`src/logic/tx_tail_pkg.sv`:
```
// constants of the transmit path tail: register map, fields, rates
package tx_tail_pkg;
  // register indices; the byte address is four times the index
  localparam logic [9:0] IDX_ATTEN_CFG = 10'h021;
  localparam logic [9:0] IDX_TX_CFG0 = 10'h022;
  localparam logic [9:0] IDX_MAINT1 = 10'h02c;
  localparam logic [9:0] IDX_MAINT2 = 10'h031;
  localparam logic [9:0] IDX_INT_EN1 = 10'h034;
  localparam logic [9:0] IDX_MEASURE = 10'h038;
  localparam logic [9:0] IDX_INT_ST1 = 10'h03b;
  localparam logic [9:0] IDX_FGEN_MAINT1 = 10'h06c;
  localparam logic [9:0] IDX_TIMING = 10'h070;
  localparam logic [9:0] IDX_LOOP_CTRL = 10'h074;
  localparam logic [9:0] IDX_LOOP_CODE = 10'h075;
  localparam logic [7:0] REG_RESET = 8'h00;
  // attenuator configuration fields
  localparam int ATTEN_ENABLE_BIT = 0;
  localparam int ATTEN_DEPTH_LSB = 1;
  localparam int ATTEN_BW_BIT = 3;
  localparam int ATTEN_LIMIT_BIT = 4;
  localparam int MEASURE_MODE_BIT = 5;
  // transmit configuration 0 fields
  localparam int LINE_CODE_BIT = 0;
  localparam int E1_MODE_BIT = 1;
  // single-bit fields in bit 0 of their registers
  localparam int AUTO_ONES_BIT = 0;
  localparam int VIOL_INS_BIT = 0;
  localparam int SLIP_BIT = 0;
  // frame generator maintenance fields
  localparam int ALL_ONES_BIT = 0;
  localparam int ALL_ZEROS_BIT = 1;
  localparam int ALIGN_CHG_BIT = 2;
  // timing option fields
  localparam int TIMING_SEL_BIT = 0;
  localparam int TX_MASTER_BIT = 1;
  localparam int BP_E1_RATE_BIT = 2;
  // loopback code control fields
  localparam int LOOP_LEN_LSB = 0;
  localparam int LOOP_SEND_BIT = 2;
  localparam int LOOP_UNFRAMED_BIT = 3;
  localparam logic [3:0] LOOP_LEN_BASE = 4'h5;
  // rates and corner frequencies (Hz, hundredths)
  localparam longint PCLK_HZ = 250000000;
  localparam longint T1_RATE_HZ = 1544000;
  localparam longint E1_RATE_HZ = 2048000;
  localparam int CF_T1_WIDE_CHZ = 500;
  localparam int CF_T1_NARROW_CHZ = 126;
  localparam int CF_E1_WIDE_CHZ = 677;
  localparam int CF_E1_NARROW_CHZ = 87;
  // DPLL frequency step per sample, larger step for the higher corner
  localparam logic [4:0] GAIN_T1_WIDE = 5'h0a;
  localparam logic [4:0] GAIN_T1_NARROW = 5'h08;
  localparam logic [4:0] GAIN_E1_WIDE = 5'h0b;
  localparam logic [4:0] GAIN_E1_NARROW = 5'h07;
  // phase increments of the 32-bit rate generators
  localparam logic [31:0] INC_T1 = 32'((T1_RATE_HZ << 32) / PCLK_HZ);
  localparam logic [31:0] INC_E1 = 32'((E1_RATE_HZ << 32) / PCLK_HZ);
  // attenuator depths in bits, and the limit margin
  localparam logic [7:0] DEPTH_SMALL = 8'h20;
  localparam logic [7:0] DEPTH_MID = 8'h40;
  localparam logic [7:0] DEPTH_LARGE = 8'h80;
  localparam logic [7:0] LIMIT_MARGIN = 8'h04;
  // line symbols
  typedef enum logic [1:0] {
    SYM_ZERO = 2'h0, SYM_MARK = 2'h1, SYM_VIOL = 2'h2, SYM_BAL = 2'h3
  } symbol_type;
endpackage

```
`src/logic/transmit_path_tail.sv`:
```
// transmit path tail: loop code, alignment, overwrite, buffer, encoder, TJA
// What this block does
// RQ1 - loop code pattern and length come from software per link
// RQ2 - loop code sent only while enabled and in T1/J1 mode
// RQ3 - framed: all channel bits carry loop code, F-bit kept
// RQ4 - unframed: channel bits and F-bit all carry loop code
// RQ5 - after loop code and alignment, before buffer and encoder, overwrite stream with ones or zeros on request
// RQ6 - zeros win when ones and zeros are both requested
// RQ7 - every toggle of alignment change deletes or repeats one bit
// RQ8 - master mode bypasses buffer; select picks recovered or master clock
// RQ9 - T1 slave at E1 backplane rate always uses buffer and master clock
// RQ10 - other slave modes, select one: master clock, buffer, slips
// RQ11 - other slave modes, select zero: bypass, backplane clock
// RQ12 - multiplexed mode behaves like the general slave modes
// RQ13 - B8ZS or AMI in T1/J1, HDB3 or AMI in E1, by line code bit
// RQ14 - each rising edge of violation insert puts one violation on line
// RQ15 - auto ones sends all ones while receive loss of signal holds
// RQ16 - attenuator is in or out of the path by its enable bit
// RQ17 - attenuator FIFO of 32, 64 or 128 bits, delay half the depth
// RQ18 - T1/J1 corner frequency 5 Hz or 1.26 Hz by bandwidth bit
// RQ19 - E1 corner frequency 6.77 Hz or 0.87 Hz by bandwidth bit
// RQ20 - FIFO slip sets status; interrupt output when status and enable set
// RQ21 - limit mode adjusts read rate near full or empty
// RQ22 - measure mode zero: field shows current pointer distance
// RQ23 - measure mode one: field keeps the larger distance
// RQ24 - slip status stays set until software clears it
// RQ25 - loop code repeats without gaps while sending stays enabled
module transmit_path_tail #(
  parameter int BUF_DEPTH = 16,
  parameter int ATTEN_MAX = 128
) (
  // apb slave
  input wire logic pclk,
  input wire logic presetn,
  input wire logic psel,
  input wire logic penable,
  input wire logic pwrite,
  input wire logic [11:0] paddr,
  input wire logic [31:0] pwdata,
  output logic [31:0] prdata,
  output logic pready,
  output logic pslverr,
  // framer stream
  input wire logic tx_data,
  input wire logic tx_data_valid,
  input wire logic tx_fbit,
  output logic line_bit_tick,
  // receive path
  input wire logic rx_clock_tick,
  input wire logic rx_signal_loss,
  // line driver and interrupt
  output logic line_pos,
  output logic line_neg,
  output logic line_strobe,
  output logic irq
);
  if (BUF_DEPTH < 4 || BUF_DEPTH > 256
      || (BUF_DEPTH & (BUF_DEPTH - 1)) != 0) begin : g_bad_buf_depth
    $error("BUF_DEPTH must be a power of two from 4 to 256");
  end
  if (ATTEN_MAX != 128) begin : g_bad_atten_max
    $error("ATTEN_MAX must be 128");
  end

  // registers
  logic [7:0] atten_cfg, tx_cfg0, maint1, maint2, int_en1, fgen_maint1;
  logic [7:0] timing_opt, loop_ctrl, loop_code_pattern;
  logic atten_slip_status;
  logic [6:0] jitter_measure_value;

  // apb decode
  wire [9:0] reg_idx = paddr[11:2];
  wire bus_setup = psel && !penable;
  wire bus_done = psel && penable && pready;
  wire bus_wr = bus_done && pwrite;
  wire bus_rd = bus_done && !pwrite;
  function automatic logic hit(input logic [9:0] idx, input logic [9:0] a);
    hit = (idx == a);
  endfunction
  wire known = hit(reg_idx, tx_tail_pkg::IDX_ATTEN_CFG)
    || hit(reg_idx, tx_tail_pkg::IDX_TX_CFG0)
    || hit(reg_idx, tx_tail_pkg::IDX_MAINT1)
    || hit(reg_idx, tx_tail_pkg::IDX_MAINT2)
    || hit(reg_idx, tx_tail_pkg::IDX_INT_EN1)
    || hit(reg_idx, tx_tail_pkg::IDX_MEASURE)
    || hit(reg_idx, tx_tail_pkg::IDX_INT_ST1)
    || hit(reg_idx, tx_tail_pkg::IDX_FGEN_MAINT1)
    || hit(reg_idx, tx_tail_pkg::IDX_TIMING)
    || hit(reg_idx, tx_tail_pkg::IDX_LOOP_CTRL)
    || hit(reg_idx, tx_tail_pkg::IDX_LOOP_CODE);
  wire [7:0] read_mux =
    hit(reg_idx, tx_tail_pkg::IDX_ATTEN_CFG) ? atten_cfg :
    hit(reg_idx, tx_tail_pkg::IDX_TX_CFG0) ? tx_cfg0 :
    hit(reg_idx, tx_tail_pkg::IDX_MAINT1) ? maint1 :
    hit(reg_idx, tx_tail_pkg::IDX_MAINT2) ? maint2 :
    hit(reg_idx, tx_tail_pkg::IDX_INT_EN1) ? int_en1 :
    hit(reg_idx, tx_tail_pkg::IDX_MEASURE) ? {1'b0, jitter_measure_value} :
    hit(reg_idx, tx_tail_pkg::IDX_INT_ST1) ? {7'h00, atten_slip_status} :
    hit(reg_idx, tx_tail_pkg::IDX_FGEN_MAINT1) ? fgen_maint1 :
    hit(reg_idx, tx_tail_pkg::IDX_TIMING) ? timing_opt :
    hit(reg_idx, tx_tail_pkg::IDX_LOOP_CTRL) ? loop_ctrl :
    hit(reg_idx, tx_tail_pkg::IDX_LOOP_CODE) ? loop_code_pattern : 8'h00;

  always_ff @(posedge pclk or negedge presetn) begin
    if (!presetn) begin
      pready <= 1'b0;
      pslverr <= 1'b0;
      prdata <= 32'h0000_0000;
    end else begin
      pready <= bus_setup;
      pslverr <= bus_setup && !known;
      if (bus_setup) prdata <= {24'h000000, read_mux};
    end
  end

  always_ff @(posedge pclk or negedge presetn) begin
    if (!presetn) begin
      atten_cfg <= tx_tail_pkg::REG_RESET;
      tx_cfg0 <= tx_tail_pkg::REG_RESET;
      maint1 <= tx_tail_pkg::REG_RESET;
      maint2 <= tx_tail_pkg::REG_RESET;
      int_en1 <= tx_tail_pkg::REG_RESET;
      fgen_maint1 <= tx_tail_pkg::REG_RESET;
      timing_opt <= tx_tail_pkg::REG_RESET;
      loop_ctrl <= tx_tail_pkg::REG_RESET;
      loop_code_pattern <= tx_tail_pkg::REG_RESET;
    end else if (bus_wr) begin
      if (hit(reg_idx, tx_tail_pkg::IDX_ATTEN_CFG)) atten_cfg <= pwdata[7:0];
      if (hit(reg_idx, tx_tail_pkg::IDX_TX_CFG0)) tx_cfg0 <= pwdata[7:0];
      if (hit(reg_idx, tx_tail_pkg::IDX_MAINT1)) maint1 <= pwdata[7:0];
      if (hit(reg_idx, tx_tail_pkg::IDX_MAINT2)) maint2 <= pwdata[7:0];
      if (hit(reg_idx, tx_tail_pkg::IDX_INT_EN1)) int_en1 <= pwdata[7:0];
      if (hit(reg_idx, tx_tail_pkg::IDX_FGEN_MAINT1))
        fgen_maint1 <= pwdata[7:0];
      if (hit(reg_idx, tx_tail_pkg::IDX_TIMING)) timing_opt <= pwdata[7:0];
      if (hit(reg_idx, tx_tail_pkg::IDX_LOOP_CTRL)) loop_ctrl <= pwdata[7:0];
      if (hit(reg_idx, tx_tail_pkg::IDX_LOOP_CODE))
        loop_code_pattern <= pwdata[7:0];
    end
  end

  // control fields
  wire e1_mode = tx_cfg0[tx_tail_pkg::E1_MODE_BIT];
  wire ami_select = tx_cfg0[tx_tail_pkg::LINE_CODE_BIT];
  wire tss = timing_opt[tx_tail_pkg::TIMING_SEL_BIT];
  wire tx_master = timing_opt[tx_tail_pkg::TX_MASTER_BIT];
  wire bp_e1_rate = timing_opt[tx_tail_pkg::BP_E1_RATE_BIT];
  wire atten_enable = atten_cfg[tx_tail_pkg::ATTEN_ENABLE_BIT];
  wire [1:0] atten_fifo_depth = atten_cfg[tx_tail_pkg::ATTEN_DEPTH_LSB +: 2];
  wire atten_bw = atten_cfg[tx_tail_pkg::ATTEN_BW_BIT];
  wire atten_limit_enable = atten_cfg[tx_tail_pkg::ATTEN_LIMIT_BIT];
  wire measure_mode = atten_cfg[tx_tail_pkg::MEASURE_MODE_BIT];
  wire [1:0] loop_code_length = loop_ctrl[tx_tail_pkg::LOOP_LEN_LSB +: 2];
  wire loop_send = loop_ctrl[tx_tail_pkg::LOOP_SEND_BIT] && !e1_mode; // RQ2
  wire loop_unframed = loop_ctrl[tx_tail_pkg::LOOP_UNFRAMED_BIT];

  // receive loss of signal crosses in through two flops
  logic los_meta, los_sync;
  always_ff @(posedge pclk or negedge presetn) begin
    if (!presetn) begin
      los_meta <= 1'b0;
      los_sync <= 1'b0;
    end else begin
      los_meta <= rx_signal_loss;
      los_sync <= los_meta;
    end
  end

  // master clock rate generator
  logic [31:0] master_phase;
  wire [32:0] master_sum = {1'b0, master_phase}
    + {1'b0, e1_mode ? tx_tail_pkg::INC_E1 : tx_tail_pkg::INC_T1};
  always_ff @(posedge pclk or negedge presetn) begin
    if (!presetn) master_phase <= 32'h0000_0000;
    else master_phase <= master_sum[31:0];
  end
  wire master_tick = master_sum[32];

  // clock source and buffer use
  wire slave_t1_e1rate = !tx_master && bp_e1_rate && !e1_mode;
  wire buf_used = !tx_master && (slave_t1_e1rate || tss); // RQ9 RQ10 RQ11 RQ12
  wire line_tick = tx_master ? (tss ? master_tick : rx_clock_tick) : // RQ8
    (buf_used ? master_tick : tx_data_valid); // RQ9 RQ10 RQ11

  // loop code generator
  logic [2:0] loop_pos;
  wire [3:0] loop_len = tx_tail_pkg::LOOP_LEN_BASE + {2'b00, loop_code_length};
  wire loop_take = loop_send && (loop_unframed || !tx_fbit); // RQ3 RQ4
  wire loop_bit = loop_code_pattern[3'(loop_len - 4'h1) - loop_pos]; // RQ1
  wire stage1_bit = loop_take ? loop_bit : tx_data;
  always_ff @(posedge pclk or negedge presetn) begin
    if (!presetn) loop_pos <= 3'h0;
    else if (!loop_send) loop_pos <= 3'h0;
    else if (tx_data_valid && loop_take)
      loop_pos <= ({1'b0, loop_pos} >= loop_len - 4'h1) ?
        3'h0 : loop_pos + 3'h1; // RQ25
  end

  // alignment change: output switches between current and previous bit
  logic prev_bit, align_sel, align_seen;
  wire align_chg = fgen_maint1[tx_tail_pkg::ALIGN_CHG_BIT];
  wire stage2_bit = align_sel ? prev_bit : stage1_bit;
  always_ff @(posedge pclk or negedge presetn) begin
    if (!presetn) begin
      prev_bit <= 1'b0;
      align_sel <= 1'b0;
      align_seen <= 1'b0;
    end else begin
      align_seen <= align_chg;
      if (align_chg != align_seen) align_sel <= !align_sel; // RQ7
      if (tx_data_valid) prev_bit <= stage1_bit;
    end
  end

  // all ones / all zeros overwrite
  wire zero_req = fgen_maint1[tx_tail_pkg::ALL_ZEROS_BIT];
  wire ones_req = fgen_maint1[tx_tail_pkg::ALL_ONES_BIT]
    || (maint1[tx_tail_pkg::AUTO_ONES_BIT] && los_sync); // RQ15
  wire stage3_bit = zero_req ? 1'b0 : (ones_req ? 1'b1 : stage2_bit); // RQ5 RQ6

  // transmit buffer, slips by recentring
  localparam int BW = $clog2(BUF_DEPTH);
  logic buf_mem [BUF_DEPTH];
  logic [BW:0] buf_wp, buf_rp;
  wire [BW:0] buf_fill = buf_wp - buf_rp;
  wire buf_rd = buf_used && line_tick;
  wire buf_wr = buf_used && tx_data_valid;
  wire buf_slip = (buf_wr && !buf_rd && buf_fill == (BW + 1)'(BUF_DEPTH))
    || (buf_rd && buf_fill == '0);
  always_ff @(posedge pclk or negedge presetn) begin
    if (!presetn) begin
      buf_wp <= '0;
      buf_rp <= '0;
    end else if (!buf_used || buf_slip) begin
      buf_rp <= buf_wp - (BW + 1)'(BUF_DEPTH / 2); // RQ10
    end else begin
      if (buf_wr) buf_wp <= buf_wp + 1'b1;
      if (buf_rd) buf_rp <= buf_rp + 1'b1;
    end
  end
  always_ff @(posedge pclk) begin
    if (buf_wr) buf_mem[buf_wp[BW-1:0]] <= stage3_bit;
  end
  wire enc_step = buf_used ? line_tick : tx_data_valid;
  wire enc_in = buf_used ? buf_mem[buf_rp[BW-1:0]] : stage3_bit;

  // encoder with eight-symbol lookahead
  tx_tail_pkg::symbol_type sym [8];
  tx_tail_pkg::symbol_type nsym [8];
  logic pulse_parity, last_pol, viol_seen, viol_pending;
  wire four_zero = enc_in == 1'b0 && sym[0] == tx_tail_pkg::SYM_ZERO
    && sym[1] == tx_tail_pkg::SYM_ZERO && sym[2] == tx_tail_pkg::SYM_ZERO;
  wire eight_zero = four_zero && sym[3] == tx_tail_pkg::SYM_ZERO
    && sym[4] == tx_tail_pkg::SYM_ZERO && sym[5] == tx_tail_pkg::SYM_ZERO
    && sym[6] == tx_tail_pkg::SYM_ZERO;
  wire do_b8zs = !ami_select && !e1_mode && eight_zero; // RQ13
  wire do_hdb3 = !ami_select && e1_mode && four_zero; // RQ13
  always_comb begin
    nsym[0] = enc_in ? tx_tail_pkg::SYM_MARK : tx_tail_pkg::SYM_ZERO;
    for (int i = 1; i < 8; i++) nsym[i] = sym[i-1];
    if (do_b8zs) begin
      nsym[4] = tx_tail_pkg::SYM_VIOL;
      nsym[3] = tx_tail_pkg::SYM_BAL;
      nsym[1] = tx_tail_pkg::SYM_VIOL;
      nsym[0] = tx_tail_pkg::SYM_BAL;
    end
    if (do_hdb3) begin
      nsym[0] = tx_tail_pkg::SYM_VIOL;
      if (!pulse_parity) nsym[3] = tx_tail_pkg::SYM_BAL;
    end
  end
  wire viol_ins = maint2[tx_tail_pkg::VIOL_INS_BIT];
  wire out_pulse = sym[7] != tx_tail_pkg::SYM_ZERO;
  wire keep_pol = sym[7] == tx_tail_pkg::SYM_VIOL
    || (sym[7] == tx_tail_pkg::SYM_MARK && viol_pending);
  wire out_pol = keep_pol ? last_pol : !last_pol;
  always_ff @(posedge pclk or negedge presetn) begin
    if (!presetn) begin
      for (int i = 0; i < 8; i++) sym[i] <= tx_tail_pkg::SYM_ZERO;
      pulse_parity <= 1'b0;
      last_pol <= 1'b0;
      viol_seen <= 1'b0;
      viol_pending <= 1'b0;
    end else begin
      viol_seen <= viol_ins;
      if (enc_step) begin
        sym <= nsym;
        if (do_hdb3) pulse_parity <= 1'b0;
        else if (enc_in) pulse_parity <= !pulse_parity;
        if (out_pulse) last_pol <= out_pol;
      end
      if (viol_ins && !viol_seen) viol_pending <= 1'b1; // RQ14
      else if (enc_step && sym[7] == tx_tail_pkg::SYM_MARK)
        viol_pending <= 1'b0; // RQ14
    end
  end
  wire enc_pos = out_pulse && out_pol;
  wire enc_neg = out_pulse && !out_pol;

  // jitter attenuator FIFO and DPLL
  logic [1:0] ja_mem [ATTEN_MAX];
  logic [7:0] ja_wp, ja_rp;
  logic [31:0] dpll_phase, dpll_inc;
  logic [1:0] depth_seen;
  wire [7:0] ja_depth = atten_fifo_depth == 2'h0 ? tx_tail_pkg::DEPTH_SMALL :
    atten_fifo_depth == 2'h1 ? tx_tail_pkg::DEPTH_MID :
    tx_tail_pkg::DEPTH_LARGE; // RQ17
  wire [7:0] ja_half = ja_depth >> 1;
  wire [7:0] ja_fill = ja_wp - ja_rp;
  wire [4:0] gain = e1_mode ?
    (atten_bw ? tx_tail_pkg::GAIN_E1_NARROW : tx_tail_pkg::GAIN_E1_WIDE) :
    (atten_bw ? tx_tail_pkg::GAIN_T1_NARROW :
      tx_tail_pkg::GAIN_T1_WIDE); // RQ18 RQ19
  wire [31:0] dpll_step = 32'h1 << gain;
  wire [32:0] dpll_sum = {1'b0, dpll_phase} + {1'b0, dpll_inc};
  wire near_full = ja_fill >= ja_depth - tx_tail_pkg::LIMIT_MARGIN;
  wire near_empty = ja_fill <= tx_tail_pkg::LIMIT_MARGIN;
  wire ja_rd = atten_enable && (atten_limit_enable ? // RQ21
    (near_full || (dpll_sum[32] && !near_empty)) : dpll_sum[32]);
  wire ja_wr = atten_enable && enc_step;
  wire ja_over = ja_wr && !ja_rd && ja_fill == ja_depth;
  wire ja_under = ja_rd && !ja_wr && ja_fill == 8'h00;
  wire ja_restart = !atten_enable || depth_seen != atten_fifo_depth;
  wire [6:0] cur_dist = ja_fill[6:0];
  always_ff @(posedge pclk or negedge presetn) begin
    if (!presetn) begin
      ja_wp <= 8'h00;
      ja_rp <= 8'h00;
      depth_seen <= 2'h0;
      dpll_phase <= 32'h0000_0000;
      dpll_inc <= tx_tail_pkg::INC_T1;
    end else begin
      depth_seen <= atten_fifo_depth;
      dpll_phase <= dpll_sum[31:0];
      if (ja_restart) begin
        ja_rp <= ja_wp - ja_half; // RQ16 RQ17
        dpll_inc <= e1_mode ? tx_tail_pkg::INC_E1 : tx_tail_pkg::INC_T1;
      end else if (ja_over || ja_under) begin
        ja_rp <= ja_wp - ja_half;
        if (ja_wr) ja_wp <= ja_wp + 8'h01;
      end else begin
        if (ja_wr) ja_wp <= ja_wp + 8'h01;
        if (ja_rd) ja_rp <= ja_rp + 8'h01;
        if (ja_wr && ja_fill > ja_half) dpll_inc <= dpll_inc + dpll_step;
        if (ja_wr && ja_fill < ja_half) dpll_inc <= dpll_inc - dpll_step;
      end
    end
  end
  always_ff @(posedge pclk) begin
    if (ja_wr) ja_mem[ja_wp[6:0]] <= {enc_pos, enc_neg};
  end
  wire [1:0] ja_out = ja_mem[ja_rp[6:0]];

  // line outputs, status, measure and interrupt
  always_ff @(posedge pclk or negedge presetn) begin
    if (!presetn) begin
      line_pos <= 1'b0;
      line_neg <= 1'b0;
      line_strobe <= 1'b0;
      line_bit_tick <= 1'b0;
      atten_slip_status <= 1'b0;
      jitter_measure_value <= 7'h00;
      irq <= 1'b0;
    end else begin
      line_bit_tick <= line_tick;
      line_strobe <= atten_enable ? ja_rd : enc_step; // RQ16
      if (atten_enable ? ja_rd : enc_step) begin
        line_pos <= atten_enable ? ja_out[1] : enc_pos;
        line_neg <= atten_enable ? ja_out[0] : enc_neg;
      end
      if (ja_over || ja_under) atten_slip_status <= 1'b1; // RQ20 RQ24
      // clear only what the read returned, so a slip at setup is kept
      else if (bus_rd && hit(reg_idx, tx_tail_pkg::IDX_INT_ST1)
        && prdata[tx_tail_pkg::SLIP_BIT])
        atten_slip_status <= 1'b0; // RQ24
      if (!measure_mode) jitter_measure_value <= cur_dist; // RQ22
      else if (cur_dist > jitter_measure_value)
        jitter_measure_value <= cur_dist; // RQ23
      irq <= atten_slip_status && int_en1[tx_tail_pkg::SLIP_BIT]; // RQ20
    end
  end

  // checks
  AST_ZERO_WINS: assert property (@(posedge pclk) disable iff (!presetn) // RQ6
    zero_req && ones_req |-> stage3_bit == 1'b0)
    else $error("all zeros did not win over all ones");
  AST_ONES_FILL: assert property (@(posedge pclk) disable iff (!presetn) // RQ5
    ones_req && !zero_req |-> stage3_bit)
    else $error("all ones request not applied");
  AST_NO_LOOP_E1: assert property (@(posedge pclk) disable iff (!presetn) // RQ2
    e1_mode |-> stage1_bit == tx_data)
    else $error("loop code active in E1 mode");
  AST_FBIT_KEPT: assert property (@(posedge pclk) disable iff (!presetn) // RQ3
    loop_send && !loop_unframed && tx_fbit |-> stage1_bit == tx_data)
    else $error("F-bit overwritten in framed loop code mode");
  AST_VIOL_ARM: assert property (@(posedge pclk) disable iff (!presetn) // RQ14
    viol_ins && !viol_seen |=> viol_pending)
    else $error("violation request not armed on rising edge");
  AST_IRQ: assert property (@(posedge pclk) disable iff (!presetn) // RQ20
    atten_slip_status && int_en1[tx_tail_pkg::SLIP_BIT] |=> irq)
    else $error("interrupt missing for enabled slip status");
  AST_STICKY: assert property (@(posedge pclk) disable iff (!presetn) // RQ24
    atten_slip_status && !bus_rd |=> atten_slip_status)
    else $error("slip status dropped without a read");
  AST_PEAK: assert property (@(posedge pclk) disable iff (!presetn) // RQ23
    measure_mode && $past(measure_mode)
      |-> jitter_measure_value >= $past(jitter_measure_value))
    else $error("peak hold measure decreased");
  AST_MEASURE: assert property (@(posedge pclk) disable iff (!presetn) // RQ22
    !measure_mode |=> jitter_measure_value == $past(cur_dist))
    else $error("measure field not tracking distance");
  AST_MASTER_SRC: assert property (@(posedge pclk) disable iff (!presetn) // RQ8
    tx_master && !tss && rx_clock_tick |=> line_bit_tick && !buf_used)
    else $error("master mode clock source or bypass wrong");
endmodule

```
`config.mk`:
```
export PLATFORM = sky130hd
export DESIGN_NAME = transmit_path_tail
export DESIGN_NICKNAME = d
export VERILOG_FILES = /design/src/logic/tx_tail_pkg.sv /design/src/logic/transmit_path_tail.sv
export SDC_FILE = /design/constraint.sdc
export NUM_CORES = 1
export LEC_CHECK = 0
export BUFFER_PORTS_ARGS = -buffer_cell sky130_fd_sc_hd__buf_2
export CAP_MARGIN = 20
export CORE_MARGIN = 5
export CORE_UTILIZATION = 30
export DETAILED_ROUTE_END_ITERATION = 10
export PLACE_DENSITY_LB_ADDON = 0.25
export REMOVE_ABC_BUFFERS = 1
export SLEW_MARGIN = 20
export SYNTH_ARGS = -nofsm -noshare
export SYNTH_HDL_FRONTEND = slang
export SYNTH_SLANG_ARGS = --single-unit
```
`constraint.sdc`:
```
create_clock -name pclk -period 10.75 [get_ports pclk]
set_clock_uncertainty 0.1 [all_clocks]
set_input_delay 1.075 -clock pclk [delete_from_list [all_inputs] [get_ports pclk]]
set_output_delay 1.075 -clock pclk [all_outputs]
set_load 0.05 [all_outputs]
```
==> results of run 1 <==
routing by layer:
| metal | share of wire, % | track usage, % | vias up |
|---|---|---|---|
| li1 | - | - | 8224 |
| met1 | 45 | 18.5 | 8789 |
| met2 | 48 | 23.2 | 349 |
| met3 | 4.5 | 2.04 | 86 |
| met4 | 1.9 | 3.18 | 0 |
| met5 | 0 | 0 | - |
layout make-up:
cell class,instances,area [µm²]
well taps,1165,1460
clock inverters,41,572
fillers,8612,58000
repair buffers,62,383
clock buffers,65,1500
flip-flops and latches,518,14300
inverters,80,300
multi-input cells,1510,11600
where the power goes:
| group | internal (mW) | switching, mW | leakage, nW |
|---|---|---|---|
| sequential | 2.32 | 0.0826 | 5.63 |
| combinational | 0.310 | 0.548 | 5.27 |
| clock | 1.26 | 0.874 | 0.993 |
| total | 3.89 | 1.50 | 11.9 |
worst reg2reg max path, delay by kind of cell, from the launching register on:
kind                       cells  cell delay, ns
DFF                            1            0.67
buffers and inverters          3            0.88
adders and majority gates      3            1.06
AOI/OAI and AO/OA             13            3.00
muxes                          2            0.45
and+or+nand+nor                3            0.48
xor gates and xnor gates       1            0.16
kinds of logic after synthesis:
family,Yosys count,synth area share [%]
other,2,0.0283
adder cells (fa/ha/maj),122,5.89
multiplexers,200,10.8
buffers and inverters,182,2.97
AO/OA/AOI/OAI,441,12.0
AND/OR/NAND/NOR,609,10.8
flip-flops,518,54.0
XOR/XNOR,107,3.53
state kept, by name, indices dropped and copies added, names as in the netlist, 16 cells and up:
signal and flops:
buf_mem 16, ja_mem 256, master_phase 31, dpll_inc 32, dpll_phase 32
worst max-delay path by stage:
| stage | startpoint | endpoint | slack [ns] |
|---|---|---|---|
| 3_5_place_dp | ja_rp[4] | dpll_inc[31] | 3.89 |
| 3_3_place_gp | ja_rp[4] | dpll_inc[31] | 3.91 |
| 2_1_floorplan | ja_rp[0] | dpll_inc[31] | 2.41 |
| 5_1_grt | ja_rp[4] | dpll_inc[31] | 3.39 |
| 4_1_cts | ja_rp[4] | dpll_inc[31] | 3.83 |
| 6_report | ja_rp[4] | dpll_inc[31] | 3.85 |
layout by cell type, fill, tap and decap left out, drive strengths merged, types with 75 or more instances in the layout:
cell type,instances
edfxtp,272
inv,85
mux2,80
ha,117
o21ai,75
nand2,142
dfrtp,237
xnor2,77
nor2,218
a21oi,88
cell usage after synthesis, types with 32 or more instances:
library cell / instances / area share [%]
a21o_1: 36 / 1.0
mux4_2: 61 / 5.2
dfrtp_1: 237 / 22
mux2_2: 76 / 3.2
nor3_1: 37 / 0.70
nand3_1: 50 / 0.94
a21oi_1: 87 / 1.6
nor2_1: 218 / 3.1
inv_1: 78 / 1.1
o21ai_0: 70 / 1.3
clkbuf_1: 62 / 0.88
mux2i_1: 59 / 2.2
edfxtp_1: 272 / 31
nand2_1: 142 / 2.0
a211oi_1: 32 / 0.90
ha_1: 117 / 5.5
xnor2_1: 77 / 2.5
through the flow:
stage | cell area [µm²] | cells
2_1_floorplan | 26200 | 2108
3_3_place_gp | 28100 | 3335
3_5_place_dp | 28100 | 3335
4_1_cts | 30100 | 3441
5_1_grt | 30100 | 3441
6_report | 30100 | 3441
==> metrics.md, run 1 <==
| Metric | Value |
|---|---|
| EDFF count, synth | 272 |
| Clock Tree Buf Depth | 3 |
| Cell row count | 109 |
| CP peak stage delay | 0.67 ns |
| Post-CTS Hold Buffers | 0 |
| CP Class | register to register |
| Critical Path Stages | 25 |
| Pin count of the biggest net entering global routing | 140 |
| Synth Cell Area | 26,600 µm² |
| H-tree depth | 2 |
| Post-synthesis sequential area ratio | 54.0% |
| Vias in the first global route | 18.2k |
| Drt drc | 0 |
| Setup TNS Final | 0 ns |
| Max Cap Viol | 0 |
| Die height | 308 µm |
| Final period utilization | 64.2% |
| CP arrival | 7.34 ns |
| Setup slack, reg-to-reg | 3.85 ns |
| CP Max Fanout | 20 |
| Post-CTS setup buffers | 0 |
| Finished Core Util | 34.2% |
| PnR worst setup slack | 3.85 ns |
| Worst hold path type | register to register |
| TritonCTS clock tree | yes |
| # port buffers | 42 |
| Actual slew at the worst max-slew pin | 1.02 ns |
| Diode count | 0 |
| CTS resizes | 0 |
| Chip width | 308 µm |
| Initial antenna violation count | 0 |
| Pwr Total | 5.39 mW |
| Max frequency | 0.145 GHz |
| CP delay by family, top | compound AO/OA/AOI/OAI gates |
| Worst min-delay path startpoint | los_meta |
| Placer congestion estimate | 0.830 |
| Core Box Area | 88,100 µm² |
| Crit-path slowest cell | dfrtp_1 |
| Clock Latency Late Sink | 0.64 ns |
| First-pass GRT wire length | 104,000 µm |
| Worst-path clk slew | 0.06 ns |
| Fin. max-slew vios | 0 |
| Ys flop type | edfxtp_1 |
| Via count | 17.4k |
| Final setup viols | 0 |
| Synthesis-to-layout area growth | 13.5% |
| CP Data Required Time | 11.19 ns |
| Overall routing resource usage | 13.6% |
| Pwr dens | 179 nW/µm² |
| Hold path depth | 0 |
| Wire length per cell | 19.0 µm |
| Leak | 11.9 nW |
| Fin crit period | 6.90 ns |
| CP Capture Type | register |
| Total routed wirelength | 65,400 µm |
| Clock root cell | clkbuf_16 |
| Layout cells sized above 1 | 15.6% |
| Hold EP | los_sync |
| Initial core utilization | 30.1% |
| Synth Warn # | 0 |
| CTS Buf Count | 57 |
| Synth Area per Inst | 12.2 µm² |
| Peak supply drop | 129 µV |
| Pre-CTS WS | 3.89 ns |
| Fin. Hold Viols | 0 |
| Global route overflow | 0 |
| Relative slew slack | 31.7% |
| Ports | 93 |
| Die area | 94,600 µm² |
| NumNets Final | 2,405 |
| DR iter-0 viols | 1,243 |
| R2R cell count | 25 |
| Buffers & Inverters on Critical Path | 3 |
| R2r endpoint | dpll_inc[31] |
| Outcome | complete, no violations |
| Vias/cell | 5.07 |
| Startpoint types | register |
| RSZ-0062 raised after global routing | no |
| Cell variety after synth | 94 |
| Dpl hpwl | 43,900 µm |
| Seq cells post-synth | 518 |
| Async SR Flop Fraction | 47.5% |
| Drt pass-1 iters | 7 |
| Worst r2r src | ja_rp[4] |
| # clock sinks | 518 |
| Final hold slack | 0.256 ns |
| Synth Instances | 2,181 |
| DRT antenna net count | 0 |
(Power assumes the default switching activity.)
==> run 2: changes to the inputs <==
- clock period: 10.75 -> 6.7 ns (I/O delays scaled with it)
==> run 2 against run 1 <==
Maximum frequency increased by 12%; utilization about the same; sequential share of layout area increased by 0.071 points; setup slack got worse by 3.3 ns; global-route usage about the same.
==> metrics.md, run 2 (synthesis gave the netlist of run 1 again) <==
| Metric | Value |
|---|---|
| Startpoint types | register |
| Chip width | 308 µm (unchanged) |
| RSZ-0062 raised after global routing | no |
| # port buffers | 42 (unchanged) |
| Largest register FFs | 256 (unchanged) |
| Die area | 94,600 µm² (unchanged) |
| H-tree depth | 2 (unchanged) |
| Buffers & Inverters on Critical Path | 4 (+1) |
| Max frequency | 0.163 GHz (+12%) |
| Synthesis-to-layout area growth | 13.3% |
| CTS Buf Count | 58 (+1.8%) |
| Vias in the first global route | 18.1k (-0.58%) |
| Cells after DPL | 3,343 (+0.24%) |
| Core Box Area | 88,100 µm² (unchanged) |
| Crit-path slowest cell | dfrtp_2 |
| Clock Latency Late Sink | 0.64 ns (about the same) |
| Pre-CTS WS | 0.328 ns (-3.57 ns) |
| Fillcell total | 8,728 (+1.3%) |
| Layout cells sized above 1 | 15.4% (-0.29 points) |
| CP Class | register to register |
| Clock root cell | clkbuf_16 |
| Final period utilization | 91.6% (+27 points) |
| Area after DPL | 28,100 µm² (+0.21%) |
| Fin. Hold Viols | 0 (unchanged) |
| Fin crit period | 6.13 ns (-0.762 ns) |
| TritonCTS clock tree | yes |
| Actual slew at the worst max-slew pin | 1.07 ns (+0.0477 ns) |
| Cell row count | 109 (unchanged) |
| Setup TNS Final | 0 ns (unchanged) |
| Final setup viols | 0 (unchanged) |
| Leak | 11.9 nW (about the same) |
| Max Cap Viol | 0 (unchanged) |
| Placer congestion estimate | 0.832 (+0.22%) |
| CP Capture Type | register |
| Peak supply drop | 227 µV (+76%) |
| Pin count of the biggest net entering global routing | 137 (-2.1%) |
| Relative slew slack | 28.2% (-3.4 points) |
| CP arrival | 6.59 ns (-0.75 ns) |
| Global route overflow | 0 (unchanged) |
| Layout Cells excl Fill | 3,451 (+0.29%) |
| Initial antenna violation count | 2 (+2) |
| Post-CTS setup buffers | 0 (unchanged) |
| Fin. max-slew vios | 0 (unchanged) |
| Initial core utilization | 30.1% (unchanged) |
| CP peak stage delay | 0.45 ns (-0.22 ns) |
| Pwr Total | 8.48 mW (+57%) |
| Post-CTS Hold Buffers | 0 (unchanged) |
| Commonest non-fill, non-tap cell in the layout | edfxtp_1 |
| Dpl hpwl | 44,200 µm (+0.80%) |
| Worst-path clk slew | 0.06 ns (about the same) |
| Ports | 93 (unchanged) |
| Overall routing resource usage | 13.6% (-0.045 points) |
| PnR worst setup slack | 0.566 ns (-3.29 ns) |
| Pwr dens | 282 nW/µm² (+58%) |
| NumNets Final | 2,415 (+0.42%) |
| CP delay by family, top | compound AO/OA/AOI/OAI gates |
| First-pass GRT wire length | 103,000 µm (-1.0%) |
| Drt drc | 0 (unchanged) |
| Finished Core Util | 34.2% (-0.048 points) |
| Diode count | 0 (unchanged) |
| Wire length per cell | 19.0 µm (about the same) |
| CTS resizes | 0 (unchanged) |
| Drt pass-1 iters | 5 (-2) |
| Via count | 17.6k (+0.63%) |
| Total routed wirelength | 65,600 µm (+0.28%) |
| Most frequent cells in the layout | edfxtp_1, dfrtp_1, nor2_1, nand2_1, ha_1 |
| CP dominant cell by count | ha_1 |
| DRT antenna net count | 0 (unchanged) |
| # clock sinks | 518 (unchanged) |
| Final instance area | 30,100 µm² (-0.14%) |
| Outcome | complete, no violations |
| DR iter-0 viols | 1,285 (+3.4%) |
| Die height | 308 µm (unchanged) |
| Clock Tree Buf Depth | 3 (unchanged) |
| Worst hold path type | primary input to asynchronous set/reset pin |
| CP Data Required Time | 7.15 ns (-4.04 ns) |
| CP Max Fanout | 19 (-5.0%) |
| Final hold slack | 0.00225 ns (-0.254 ns) |
| Vias/cell | 5.09 (+0.34%) |
run 2: cell count changes in the layout (fill, tap and decap cells not counted), moves of 2 or more:
cell,delta
buf_4,+8
clkinv_1,+6
bufinv_16,-4
inv_6,-2
clkbuf_16,+2
clkinvlp_4,-4
clkinv_16,+2
clkinv_8,-2
clkinv_4,-4
clkbuf_1,+10
run 2: worst paths after layout:
check	from	end	slack [ns]	cells past startpoint
min in group pclk	rx_signal_loss	los_meta	0.09	1
max reg2reg	ja_wp[0]	dpll_inc[31]	0.57	25
max	ja_wp[0]	dpll_inc[31]	0.57	25
min reg2reg	los_meta	los_sync	0.26	0
min	presetn	master_phase[26]	0.002	1
max in group asynchronous	presetn	pslverr	5.21	2
run 2: power by group:
| part | switching (mW) | internal (mW) | total [mW] | leakage (nW) |
|---|---|---|---|---|
| logic | 0.893 | 0.503 | 1.40 | 5.32 |
| clock network | 1.35 | 1.89 | 3.24 | 0.943 |
| registers | 0.126 | 3.72 | 3.84 | 5.63 |
| total | 2.37 | 6.11 | 8.48 | 11.9 |
run 2: final cells by class:
| type | count | area, µm² | area share (%) |
|---|---|---|---|
| timing repair buffer | 71 | 448 | 1.49 |
| clock buffer | 76 | 1570 | 5.22 |
| inverter | 80 | 304 | 1.01 |
| multi-input combinational | 1510 | 11600 | 38.5 |
| tap | 1165 | 1460 | 4.84 |
| sequential | 518 | 14300 | 47.6 |
| clock inverter | 31 | 383 | 1.27 |
run 2: worst register-to-register path: cells and delay by family, from the launching register on:
| family | cells | cell delay (ns) |
|---|---|---|
| xor+xnor | 1 | 0.36 |
| buf+inv | 4 | 0.65 |
| flops | 1 | 0.45 |
| mux | 2 | 0.45 |
| simple gates | 4 | 0.73 |
| compound gates | 10 | 1.95 |
| fa+ha+maj | 4 | 1.33 |
run 2: layer usage:
layer,GRT usage (%),wire (µm)
met5,0,0
met4,3.64,1740
met3,2.06,2670
met2,23.0,31300
met1,18.4,29900
